**src/pos_defines.svh**
```systemverilog
`ifndef POS_DEFINES_SVH
`define POS_DEFINES_SVH
// ----------------------------------------------------------------
// Register byte offsets
// ----------------------------------------------------------------
`define POS_OFF_SPHASE  12'h000
`define POS_OFF_IOCTL   12'h004
`define POS_OFF_CHCTL   12'h008
`define POS_OFF_FLTCTL  12'h00C
`define POS_OFF_STATUS  12'h010
// ----------------------------------------------------------------
// Field positions in the I/O control register
// ----------------------------------------------------------------
`define POS_IO_HIGH_SIDE_POLARITY     13
`define POS_IO_POLL     12
`define POS_IO_MODE_HI  11
`define POS_IO_MODE_LO  10
`define POS_IO_OVREN_H  9
`define POS_IO_OVREN_L  8
`define POS_IO_OVRD_H   7
`define POS_IO_OVRD_L   6
`define POS_IO_CLD_H    3
`define POS_IO_CLD_L    2
`define POS_IO_SWAP     1
`define POS_IO_OVERRIDE_SYNC    0
// ----------------------------------------------------------------
// Field positions in channel and fault control registers
// ----------------------------------------------------------------
`define POS_CH_TBEN     15
`define POS_CH_ITB      9
`define POS_CH_CLK_HI   2
`define POS_CH_CLK_LO   0
`define POS_FLT_IFLT    15
`define POS_FLT_CURRENT_LIMIT_MODE_EN  8
// ----------------------------------------------------------------
// Reset values and bus answers
// ----------------------------------------------------------------
`define POS_RST_SPHASE  16'h0000
`define POS_RST_IOCTL   16'h0000
`define POS_RST_CHCTL   16'h0000
`define POS_RST_FLTCTL  16'h0000
`define POS_RESP_OKAY   2'h0
`define POS_RESP_SLVERR 2'h2
`endif

```
**src/pos_pkg.sv**
```systemverilog
package pos_pkg;
  // Output mode selection, in field order 00..11
  typedef enum logic [1:0] {
    POS_MODE_COMPL,
    POS_MODE_REDUND,
    POS_MODE_PUSHPULL,
    POS_MODE_INDEP
  } pos_mode_t;
  // What the secondary phase value is used for
  typedef enum logic [1:0] {
    POS_USE_NONE,
    POS_USE_SHIFT,
    POS_USE_PERIOD
  } pos_use_t;
endpackage

```
**src/pos_stage_if.sv**
```systemverilog
// ----------------------------------------------------------------
// Carrier between register block and output stage
// ----------------------------------------------------------------
interface pos_stage_if;
  logic       gen_high;    // Generator high-side signal
  logic       gen_low;     // Generator low-side signal
  logic       tb_boundary; // PWM time base boundary pulse
  logic       cl_active;   // Current limit in force (gated)
  logic [1:0] cl_data;     // Current-limit states {high, low}
  logic [1:0] ovr_en;      // Override enables {high, low}
  logic [1:0] ovr_data;    // Override states {high, low}
  logic       pol_high;    // High-side polarity, 1 = active low
  logic       pol_low;     // Low-side polarity, 1 = active low
  logic       swap;        // Exchange pins
  logic       override_sync;       // Override aligned to time base
  logic       pin_high;    // High pin level
  logic       pin_low;     // Low pin level
  modport ctrl  (output gen_high, gen_low, tb_boundary, cl_active,
                 cl_data, ovr_en, ovr_data, pol_high, pol_low, swap,
                 override_sync, input pin_high, pin_low);
  modport stage (input gen_high, gen_low, tb_boundary, cl_active,
                 cl_data, ovr_en, ovr_data, pol_high, pol_low, swap,
                 override_sync, output pin_high, pin_low);
endinterface

```
**src/pos_output_stage.sv**
```systemverilog
module pos_output_stage (
  input wire logic sys_clk,
  input wire logic rst_n,
  pos_stage_if.stage st
);
  // ----------------------------------------------------------------
  // Override latch
  // ----------------------------------------------------------------
  logic [1:0] ovr_en_reg;   // Applied override enables
  logic [1:0] ovr_data_reg; // Applied override states
  logic       act_high;     // Active state, high-side signal
  logic       act_low;      // Active state, low-side signal
  logic       lvl_high;     // Level after polarity, high signal
  logic       lvl_low;      // Level after polarity, low signal
  logic       pin_high_reg; // Registered high pin
  logic       pin_low_reg;  // Registered low pin

  always_ff @(posedge sys_clk) begin
    if (!rst_n) begin
      ovr_en_reg   <= 2'h0;
      ovr_data_reg <= 2'h0;
    end else if (!st.override_sync || st.tb_boundary) begin
      // Free-running takes every clock, synced waits for boundary
      ovr_en_reg   <= st.ovr_en;
      ovr_data_reg <= st.ovr_data;
    end
  end

  // ----------------------------------------------------------------
  // Signal selection and polarity
  // ----------------------------------------------------------------
  // current-limit states drive pins
  always_comb begin
    if (st.cl_active) begin
      act_high = st.cl_data[1];
      act_low  = st.cl_data[0];
    end else begin
      act_high = ovr_en_reg[1] ? ovr_data_reg[1] : st.gen_high;
      act_low  = ovr_en_reg[0] ? ovr_data_reg[0] : st.gen_low;
    end
  end

  assign lvl_high = act_high ^ st.pol_high;
  assign lvl_low  = act_low ^ st.pol_low;

  always_ff @(posedge sys_clk) begin
    if (!rst_n) begin
      pin_high_reg <= 1'b0;
      pin_low_reg  <= 1'b0;
    end else begin
      pin_high_reg <= st.swap ? lvl_low : lvl_high;
      pin_low_reg  <= st.swap ? lvl_high : lvl_low;
    end
  end

  assign st.pin_high = pin_high_reg;
  assign st.pin_low  = pin_low_reg;
endmodule

```
**src/pwm_output_stage_control.sv**
```systemverilog
`include "pos_defines.svh"
module pwm_output_stage_control (
  input  wire logic        sys_clk,
  input  wire logic        rst_n,
  input  wire logic [11:0] s_axi_awaddr,
  input  wire logic        s_axi_awvalid,
  output wire logic        s_axi_awready,
  input  wire logic [31:0] s_axi_wdata,
  input  wire logic [3:0]  s_axi_wstrb,
  input  wire logic        s_axi_wvalid,
  output wire logic        s_axi_wready,
  output wire logic [1:0]  s_axi_bresp,
  output wire logic        s_axi_bvalid,
  input  wire logic        s_axi_bready,
  input  wire logic [11:0] s_axi_araddr,
  input  wire logic        s_axi_arvalid,
  output wire logic        s_axi_arready,
  output wire logic [31:0] s_axi_rdata,
  output wire logic [1:0]  s_axi_rresp,
  output wire logic        s_axi_rvalid,
  input  wire logic        s_axi_rready,
  input  wire logic        gen_high,
  input  wire logic        gen_low,
  input  wire logic        tb_boundary,
  input  wire logic        current_limit_in,
  output wire logic        pwm_high_pin,
  output wire logic        pwm_low_pin,
  output wire logic [15:0] low_phase_shift,
  output wire logic        low_phase_shift_en,
  output wire logic [15:0] low_period,
  output wire logic        low_period_en,
  output wire logic        pwm_timebase_enable,
  output wire logic [2:0]  pwm_clock_sel
);
  // ----------------------------------------------------------------
  // Register storage
  // ----------------------------------------------------------------
  logic [15:0] secondary_phase_value_reg; // Secondary phase
  logic [15:0] pwm_io_control_reg;        // I/O control
  logic [15:0] pwm_channel_control_reg;   // Channel control
  logic [15:0] fault_limit_control_reg;   // Fault/limit control
  logic        cl_meta_reg;               // Limit synchroniser 1
  logic        cl_sync_reg;               // Limit synchroniser 2
  logic [15:0] shift_reg;                 // Phase shift output
  logic [15:0] period_reg;                // Period output
  pos_pkg::pos_use_t use_reg;             // Current use of phase

  // ----------------------------------------------------------------
  // Bus slave state
  // ----------------------------------------------------------------
  logic        aw_got_reg;  // Write address held
  logic [11:0] aw_addr_reg; // Held write address
  logic        w_got_reg;   // Write data held
  logic [31:0] w_data_reg;  // Held write data
  logic [3:0]  w_strb_reg;  // Held byte strobes
  logic        bvalid_reg;  // Write response pending
  logic [1:0]  bresp_reg;   // Write response code
  logic        rvalid_reg;  // Read data pending
  logic [31:0] rdata_reg;   // Read data
  logic [1:0]  rresp_reg;   // Read response code
  logic        wr_fire;     // Write performed this cycle

  // Decoded fields
  pos_pkg::pos_mode_t mode;   // Output mode selection
  logic               independent_time_base_sel;    // Independent time base selection
  logic               iflt;   // Independent fault mode
  logic               current_limit_mode_en; // Current-limit mode enable
  logic               cl_on;  // Limit in force after gating
  pos_pkg::pos_use_t  use_next;

  pos_stage_if st_if ();

  // Merge one 16-bit register with strobed write data
  function automatic logic [15:0] merge16(input logic [15:0] old,
                                          input logic [31:0] dat,
                                          input logic [3:0]  stb);
    merge16 = {stb[1] ? dat[15:8] : old[15:8],
               stb[0] ? dat[7:0] : old[7:0]};
  endfunction

  // Map an address to a known register
  function automatic logic addr_known(input logic [11:0] a);
    addr_known = (a == `POS_OFF_SPHASE) || (a == `POS_OFF_IOCTL) ||
                 (a == `POS_OFF_CHCTL) || (a == `POS_OFF_FLTCTL) ||
                 (a == `POS_OFF_STATUS);
  endfunction

  // ----------------------------------------------------------------
  // Write channels
  // ----------------------------------------------------------------
  assign s_axi_awready = !aw_got_reg;
  assign s_axi_wready  = !w_got_reg;
  assign wr_fire       = aw_got_reg && w_got_reg && !bvalid_reg;

  // Capture address and data in either order
  always_ff @(posedge sys_clk) begin
    if (!rst_n) begin
      aw_got_reg  <= 1'b0;
      aw_addr_reg <= 12'h000;
    end else if (s_axi_awvalid && !aw_got_reg) begin
      aw_got_reg  <= 1'b1;
      aw_addr_reg <= {s_axi_awaddr[11:2], 2'h0};
    end else if (wr_fire) begin
      aw_got_reg  <= 1'b0;
    end
  end

  // Capture write data and strobes
  always_ff @(posedge sys_clk) begin
    if (!rst_n) begin
      w_got_reg  <= 1'b0;
      w_data_reg <= 32'h0000_0000;
      w_strb_reg <= 4'h0;
    end else if (s_axi_wvalid && !w_got_reg) begin
      w_got_reg  <= 1'b1;
      w_data_reg <= s_axi_wdata;
      w_strb_reg <= s_axi_wstrb;
    end else if (wr_fire) begin
      w_got_reg  <= 1'b0;
    end
  end

  // Write response, error for unknown or read-only offsets
  always_ff @(posedge sys_clk) begin
    if (!rst_n) begin
      bvalid_reg <= 1'b0;
      bresp_reg  <= `POS_RESP_OKAY;
    end else if (wr_fire) begin
      bvalid_reg <= 1'b1;
      bresp_reg  <= (addr_known(aw_addr_reg) &&
                     aw_addr_reg != `POS_OFF_STATUS) ?
                    `POS_RESP_OKAY : `POS_RESP_SLVERR;
    end else if (s_axi_bready) begin
      bvalid_reg <= 1'b0;
    end
  end

  assign s_axi_bvalid = bvalid_reg;
  assign s_axi_bresp  = bresp_reg;

  // ----------------------------------------------------------------
  // Register updates
  // ----------------------------------------------------------------
  // Each store merges the strobed bytes into its old value

  always_ff @(posedge sys_clk) begin
    if (!rst_n) begin
      secondary_phase_value_reg <= `POS_RST_SPHASE;
    end else if (wr_fire && aw_addr_reg == `POS_OFF_SPHASE) begin
      secondary_phase_value_reg <= merge16(secondary_phase_value_reg,
                                           w_data_reg, w_strb_reg);
    end
  end

  // I/O control storage
  always_ff @(posedge sys_clk) begin
    if (!rst_n) begin
      pwm_io_control_reg <= `POS_RST_IOCTL;
    end else if (wr_fire && aw_addr_reg == `POS_OFF_IOCTL) begin
      pwm_io_control_reg <= merge16(pwm_io_control_reg,
                                    w_data_reg, w_strb_reg);
    end
  end

  // Channel control storage; clock select is left to software
  always_ff @(posedge sys_clk) begin
    if (!rst_n) begin
      pwm_channel_control_reg <= `POS_RST_CHCTL;
    end else if (wr_fire && aw_addr_reg == `POS_OFF_CHCTL) begin
      pwm_channel_control_reg <= merge16(pwm_channel_control_reg,
                                         w_data_reg, w_strb_reg);
    end
  end

  // Fault and limit control storage
  always_ff @(posedge sys_clk) begin
    if (!rst_n) begin
      fault_limit_control_reg <= `POS_RST_FLTCTL;
    end else if (wr_fire && aw_addr_reg == `POS_OFF_FLTCTL) begin
      fault_limit_control_reg <= merge16(fault_limit_control_reg,
                                         w_data_reg, w_strb_reg);
    end
  end

  // ----------------------------------------------------------------
  // Read channel
  // ----------------------------------------------------------------
  assign s_axi_arready = !rvalid_reg;

  // Registered read data, zero above bit 15
  always_ff @(posedge sys_clk) begin
    if (!rst_n) begin
      rvalid_reg <= 1'b0;
      rdata_reg  <= 32'h0000_0000;
      rresp_reg  <= `POS_RESP_OKAY;
    end else if (s_axi_arvalid && !rvalid_reg) begin
      rvalid_reg <= 1'b1;
      rresp_reg  <= addr_known({s_axi_araddr[11:2], 2'h0}) ?
                    `POS_RESP_OKAY : `POS_RESP_SLVERR;
      unique case ({s_axi_araddr[11:2], 2'h0})
        `POS_OFF_SPHASE: rdata_reg <= {16'h0000,
                                       secondary_phase_value_reg};
        `POS_OFF_IOCTL:  rdata_reg <= {16'h0000, pwm_io_control_reg};
        `POS_OFF_CHCTL:  rdata_reg <= {16'h0000,
                                       pwm_channel_control_reg};
        `POS_OFF_FLTCTL: rdata_reg <= {16'h0000,
                                       fault_limit_control_reg};
        `POS_OFF_STATUS: rdata_reg <= {27'h0000000, use_reg, cl_on,
                                       st_if.pin_high, st_if.pin_low};
        default:         rdata_reg <= 32'h0000_0000;
      endcase
    end else if (s_axi_rready) begin
      rvalid_reg <= 1'b0;
    end
  end

  assign s_axi_rvalid = rvalid_reg;
  assign s_axi_rdata  = rdata_reg;
  assign s_axi_rresp  = rresp_reg;

  // ----------------------------------------------------------------
  // Current-limit input synchroniser
  // ----------------------------------------------------------------
  always_ff @(posedge sys_clk) begin
    if (!rst_n) begin
      cl_meta_reg <= 1'b0;
      cl_sync_reg <= 1'b0;
    end else begin
      cl_meta_reg <= current_limit_in;
      cl_sync_reg <= cl_meta_reg;
    end
  end

  // ----------------------------------------------------------------
  // Field decode
  // ----------------------------------------------------------------
  assign mode = pos_pkg::pos_mode_t'(
    pwm_io_control_reg[`POS_IO_MODE_HI:`POS_IO_MODE_LO]);
  assign independent_time_base_sel    = pwm_channel_control_reg[`POS_CH_ITB];
  assign iflt   = fault_limit_control_reg[`POS_FLT_IFLT];
  assign current_limit_mode_en = fault_limit_control_reg[`POS_FLT_CURRENT_LIMIT_MODE_EN];

  // independent fault mode drops limit states
  assign cl_on = cl_sync_reg && current_limit_mode_en && !iflt;

  always_comb begin
    use_next = pos_pkg::POS_USE_NONE;
    if (mode == pos_pkg::POS_MODE_INDEP) begin
      // shared time base gives a shift
      // own time base gives a period
      use_next = independent_time_base_sel ? pos_pkg::POS_USE_PERIOD : pos_pkg::POS_USE_SHIFT;
    end
  end

  // phase value reaches low side only
  always_ff @(posedge sys_clk) begin
    if (!rst_n) begin
      use_reg    <= pos_pkg::POS_USE_NONE;
      shift_reg  <= 16'h0000;
      period_reg <= 16'h0000;
    end else begin
      use_reg    <= use_next;
      shift_reg  <= (use_next == pos_pkg::POS_USE_SHIFT) ?
                    secondary_phase_value_reg : 16'h0000;
      period_reg <= (use_next == pos_pkg::POS_USE_PERIOD) ?
                    secondary_phase_value_reg : 16'h0000;
    end
  end

  assign low_phase_shift     = shift_reg;
  assign low_period          = period_reg;
  assign low_phase_shift_en  = (use_reg == pos_pkg::POS_USE_SHIFT);
  assign low_period_en       = (use_reg == pos_pkg::POS_USE_PERIOD);
  assign pwm_timebase_enable = pwm_channel_control_reg[`POS_CH_TBEN];
  assign pwm_clock_sel =
    pwm_channel_control_reg[`POS_CH_CLK_HI:`POS_CH_CLK_LO];

  // ----------------------------------------------------------------
  // Output stage connection
  // ----------------------------------------------------------------
  assign st_if.gen_high    = gen_high;
  assign st_if.gen_low     = gen_low;
  assign st_if.tb_boundary = tb_boundary;
  assign st_if.cl_active   = cl_on;
  assign st_if.cl_data     =
    pwm_io_control_reg[`POS_IO_CLD_H:`POS_IO_CLD_L];
  assign st_if.ovr_en      =
    pwm_io_control_reg[`POS_IO_OVREN_H:`POS_IO_OVREN_L];
  assign st_if.ovr_data    =
    pwm_io_control_reg[`POS_IO_OVRD_H:`POS_IO_OVRD_L];
  assign st_if.pol_high    = pwm_io_control_reg[`POS_IO_HIGH_SIDE_POLARITY];
  assign st_if.pol_low     = pwm_io_control_reg[`POS_IO_POLL];
  assign st_if.swap        = pwm_io_control_reg[`POS_IO_SWAP];
  assign st_if.override_sync       = pwm_io_control_reg[`POS_IO_OVERRIDE_SYNC];

  pos_output_stage u_stage (
    .sys_clk (sys_clk),
    .rst_n   (rst_n),
    .st      (st_if.stage)
  );

  assign pwm_high_pin = st_if.pin_high;
  assign pwm_low_pin  = st_if.pin_low;
endmodule

```
**config.mk**
```make
export PLATFORM = sky130hd
export DESIGN_NAME = pwm_output_stage_control
export DESIGN_NICKNAME = d
export VERILOG_FILES = /design/src/pos_pkg.sv /design/src/pos_stage_if.sv /design/src/pos_output_stage.sv /design/src/pwm_output_stage_control.sv
export VERILOG_INCLUDE_DIRS = /design/src /design/src/src
export SDC_FILE = /design/constraint.sdc
export NUM_CORES = 1
export LEC_CHECK = 0
export BUFFER_PORTS_ARGS = -buffer_cell sky130_fd_sc_hd__clkbuf_2
export CAP_MARGIN = 5
export CORE_ASPECT_RATIO = 1.5
export CORE_MARGIN = 2
export CORE_UTILIZATION = 45
export DETAILED_ROUTE_END_ITERATION = 6
export PLACE_DENSITY = 0.71
export SLEW_MARGIN = 25
export SYNTH_ARGS = -nofsm -noshare
export SYNTH_HDL_FRONTEND = slang
export SYNTH_SLANG_ARGS = --single-unit
```
**constraint.sdc**
```tcl
create_clock -name sys_clk -period 5.4 [get_ports sys_clk]
set_input_delay 0.54 -clock sys_clk [delete_from_list [all_inputs] [get_ports sys_clk]]
set_output_delay 0.54 -clock sys_clk [all_outputs]
set_load 0.005 [all_outputs]
```
Word level (Yosys, flattened, before mapping)
Index checks and enable logic that the tools add are counted.
{"block": "op_classes", "mux": 18, "n_reduce_logical": 43, "n_bitwise": 2, "n_eq_ne": 14}
{"cell": "one-hot mux 16 bit (5 select lines)", "count": 1}
{"cell": "== test 10 x 2 -> 1 bit (second input constant)", "count": 4}
{"cell": "== test 10 x 1 -> 1 bit (second input constant)", "count": 2}
{"cell": "== test 10 x 3 -> 1 bit (second input constant)", "count": 2}
{"cell": "AND reduction 2 bit", "count": 10}
{"cell": "two-way mux 1 bit", "count": 13}
{"cell": "logical AND 1 bit", "count": 12}
{"cell": "logical NOT 12 bit", "count": 1}
{"cell": "logical NOT 10 bit", "count": 1}
{"cell": "inequality test 10 x 3 -> 1 bit (second input constant)", "count": 1}
{"cell": "logical OR 1 bit", "count": 9}
{"cell": "two-way mux 2 bit", "count": 4}
{"cell": "nonzero test 2 bit", "count": 4}
{"cell": "== test 2 bit (second input constant)", "count": 3}
{"cell": "logical NOT 1 bit", "count": 6}
{"cell": "== test 2 x 1 -> 1 bit (second input constant)", "count": 2}
{"cell": "bitwise XOR 1 bit", "count": 2}
{"block": "word_totals", "reg_bits": 174, "input_bits": 71, "output_inout_bits": 81}

Longest topological paths before layout
{"block": "depth", "ltp_word": 7, "ltp_mapped": 6, "mapped_depth_nobuf": 4}

Hierarchy
Synthesis repeated with hierarchy kept, for this count alone.
{"block": "unflattened", "hier_cells": 618, "hier_area_um2": 6127.1}
{"mod": "pwm_output_stage_control", "instances": 1, "cells_each": 590, "area_per_inst_um2": 5845.6}
{"mod": "pos_output_stage", "instances": 1, "cells_each": 28, "area_per_inst_um2": 281.5}

Worst setup path before layout
OpenSTA, ideal clock, no wires.
{"block": "synth_path", "path_kind": "input -> register", "start": "input port s_axi_araddr[2]", "end": "register rdata_reg[12] (netlist: s_axi_rdata[12])", "required_time_ns": 5.272, "n_path_buf": 2, "t_arrival_ns": 1.935, "path_slack_ns": 3.338, "cell_stages": 5, "cell_sequence": "buf_2 > clkbuf_1 > mux4_2 > a22oi_1 > nor2_1"}
{"block": "synth_between", "elab_chain_len": 2}
{"item": "from (decl)", "line_no": "pwm_output_stage_control.sv:15", "rtl": "input wire logic [11:0] s_axi_araddr,"}
{"item": "== test 10 x 3 -> 1 bit, or another cell as far along", "line_no": "pwm_output_stage_control.sv:200", "rtl": "unique case ({s_axi_araddr[11:2], 2'h0})"}
{"item": "one-hot mux 16 bit (5 select lines) *", "line_no": "pwm_output_stage_control.sv:200"}
{"item": "to (signal assigned)", "line_no": "pwm_output_stage_control.sv:201", "rtl": "`POS_OFF_SPHASE: rdata_reg <= {16'h0000,"}
{"item": "to (signal assigned)", "line_no": "pwm_output_stage_control.sv:203", "rtl": "`POS_OFF_IOCTL: rdata_reg <= {16'h0000, pwm_io_control_reg};"}
{"item": "to (signal assigned)", "line_no": "pwm_output_stage_control.sv:204", "rtl": "`POS_OFF_CHCTL: rdata_reg <= {16'h0000,"}
{"item": "to (decl)", "line_no": "pwm_output_stage_control.sv:59", "rtl": "logic [31:0] rdata_reg;"}
Every way passes the cells marked *; elsewhere a longest branch is shown, timed or not.
A chain may end at the register's enable or synchronous reset.

Worst setup path in the final report
{"block": "layout_path", "start": "register aw_addr_reg[7]", "end": "register pwm_channel_control_reg[9]"}
{"block": "layout_between", "elab_chain_len": 3}
{"item": "from (decl)", "line_no": "pwm_output_stage_control.sv:52", "rtl": "logic [11:0] aw_addr_reg;"}
{"item": "from (signal assigned)", "line_no": "pwm_output_stage_control.sv:102", "rtl": "aw_addr_reg <= {s_axi_awaddr[11:2], 2'h0};"}
{"item": "== test 10 x 2 -> 1 bit (no source line)"}
{"item": "logical AND 1 bit (no source line)"}
{"item": "AND reduction 2 bit (no source line)"}
{"item": "to (signal assigned)", "line_no": "pwm_output_stage_control.sv:168", "rtl": "pwm_channel_control_reg <= `POS_RST_CHCTL;"}
{"item": "to (signal assigned)", "line_no": "pwm_output_stage_control.sv:170", "rtl": "pwm_channel_control_reg <= merge16(pwm_channel_control_reg,"}
{"item": "to (decl)", "line_no": "pwm_output_stage_control.sv:40", "rtl": "logic [15:0] pwm_channel_control_reg;"}
No other way between the ends.

==> run summary <==
Worst path slowest cell - nor4_4
Clock sink total - 156
Crit path buffers/inverters - 0
Reg2Reg Depth - 4
Synth-to-layout area growth - 19.5%
Combinational fraction of design power - 4.8%
Crit-path cells - or4_1 -> nor4_4 -> mux2i_1 -> nor2_1
Grt ovf - 0
Via count - 4604
Reg2reg end - pwm_channel_control_reg[9]
Clk_skew - 7.12 ps
Achievable Freq - 408 MHz
Synth cell count leaders - dfxtp_1 (156), nor2_1 (91), mux2i_1 (71)
Synth Instances - 609
Cell area after synthesis - 0.00614 mm^2
Die Y - 147 um
Fin nets - 775
Post-DP HPWL - 9910 um
Crit end category - flop
Worst reg-to-reg setup slack - 2950 ps
Cell internal pwr - 2.07 mW
Setup violations, final - 0
CTS Root Cell - clkbuf_16
First-pass GRT wire length - 22200 um
Die area - 0.0146 mm^2
Share of the synthesized area in the top cell type - 50.8%
Initial antenna violation count - 0
Worst hold path stage count - 2
TNS Setup - 0 ps
Worst rel slew slack - 40.2%
I/O Pins - 152
Fillers - 1222
Tcrit/Tclk final - 45.4%
I/O Buffers - 111
Clock buffer count from CTS - 17
Fin. max-slew vios - 0
Largest stage delay, worst path - 820 ps
Hold Violations, Final - 0
Worst Path Required - 5670 ps
Clock power share - 49.8%
GRT Overall Usage - 19.1%
Remaining DRCs - 0
Final period demand of the worst path - 2450 ps
Synth unique cells - 41
Slew @ Worst Pin - 894 ps
Crit start category - flop
Antenna cells - 0
Hold Path Class - in -> reg
Arrival time at the worst endpoint - 2720 ps
Pwr Density - 358 mW/mm^2
Status - completed
Most frequent cell after synthesis - dfxtp_1
Gpl congestion - 0.858
#FFs+latches synth - 156
Critical Path Stages - 4
Post-synth EDFFs - 0
Register area share after synthesis - 50.8%
Mean post-synth cell area - 10.1 um^2
Clk pin slew, worst setup/hold paths - 60 ps
Total of max-cap violations - 0
Post-Place Cells - 847
NetSw - 554 uW
Reg2reg start - aw_addr_reg[7]
Overall power - 2.63 mW
Routed WL per cell - 15.6 um
Worst hold margin - 334 ps
Row count - 52
Resized cells post-CTS - 0
CP top delay family - simple AND/OR/NAND/NOR gates
Synth async-reset ratio - 0%
Vias in the first global route - 4486
Critical-path maximum fanout - 8
Drt initial violations - 233
Initial Util - 45.8%
Drt pass-1 iters - 5
H-Tree Depth - 4
Ys flop type - dfxtp_1
RSZ-0062 raised after global routing - false
Share of layout cells above drive strength 1 - 24.0%
Max Buffers Root-to-Sink - 2
CTS tree - yes
Final ANT Viol Nets - 0
Largest net degree at the start of global routing - 64
Core Region - 0.0134 mm^2
HP Start - current_limit_in
Maximum VDD drop - 176 uV
Hold-fix buffers, CTS - 0
Skew-Pair Late Insertion Delay - 410 ps
DIE WIDTH - 99.4 um
Static Leak - 3.04 nW
Sw Ratio - 21.1%
Vias/cell - 5.24
Critical path type - reg -> reg
Final Non-Filler Cells - 878
Hold EP - cl_meta_reg
Yosys warns - 0
Final WL - 13700 um
Leading area contributor after synthesis - dfxtp_1
Setup bufs post-CTS - 0
Sequential share of power - 45.4%
Ranking of synthesized cells by area - dfxtp_1 (51%), mux2i_1 (12%), nor2_1 (5.6%), mux4_2 (4.0%), nand2_1 (3.6%)
## through the flow
step | worst slack, ps | cell area (um^2) | utilization, %
floorplan | 3340 | 6210 | -
global placement | 2970 | 6680 | 49.9
detailed placement | 2920 | 6690 | 49.9
CTS | 2940 | 7340 | 54.8
global route | 2840 | 7340 | 54.8
finish | 2950 | 7340 | 54.8
## cells in the final DEF, fill, tap and decap left out, types with 4 or more instances in the layout
master	count
clkbuf_2	111
dfxtp_1	156
nand3b_1	6
nor2_1	91
inv_1	5
clkbuf_16	17
mux2i_1	71
o21ai_0	7
nand2_1	59
a32o_1	5
nand3_1	6
a22oi_1	11
mux2_2	9
conb_1	18
or4_1	4
bufinv_16	5
nor2b_1	7
mux4_2	11
nor4_4	6
and2_1	34
a221oi_1	4
a21oi_1	30
## final cells by class
cell class | count | area, um^2 | share of cell area, %
clock buffers | 21 | 470 | 6.41
inverters | 6 | 23.8 | 0.324
multi-input cells | 410 | 2770 | 37.7
well taps | 162 | 203 | 2.76
flip-flops and latches | 156 | 3120 | 42.5
clock inverters | 10 | 186 | 2.54
repair buffers | 113 | 571 | 7.77
## worst max path at each step
| stage | startpoint | endpoint |
|---|---|---|
| finish | aw_addr_reg[7] | pwm_channel_control_reg[9] |
| detailed placement | rst_n | pwm_channel_control_reg[9] |
| global placement | rst_n | secondary_phase_value_reg[11] |
| CTS | aw_addr_reg[7] | pwm_channel_control_reg[9] |
| global route | aw_addr_reg[7] | pwm_io_control_reg[9] |
| floorplan | s_axi_araddr[2] | s_axi_rdata[12] |
## power groups by stage
stage / clock network, mW / logic (mW) / registers [mW]
finish: 1.31 / 0.126 / 1.19
floorplan: 0 / 0.100 / 1.21
detailed placement: 0 / 0.126 / 1.22
global placement: 0 / 0.123 / 1.22
CTS: 1.33 / 0.126 / 1.19
global route: 1.38 / 0.140 / 1.19
## cell families after synthesis
group,share of synthesized area (%)
simple gates,19.8
other cells,0.0610
compound gates,6.66
flops,50.8
buf+inv,5.21
mux,17.3
xor+xnor,0.143
## routing by layer
layer	vias to the layer above	global-route usage (%)	share of wire, %
met3	17	4.04	4.4
met1	2201	22.4	43
met5	-	0	0
met2	130	34.1	51
met4	0	6.85	1.8
li1	2256	-	-
Note: power is estimated with default switching activity, not from simulation.
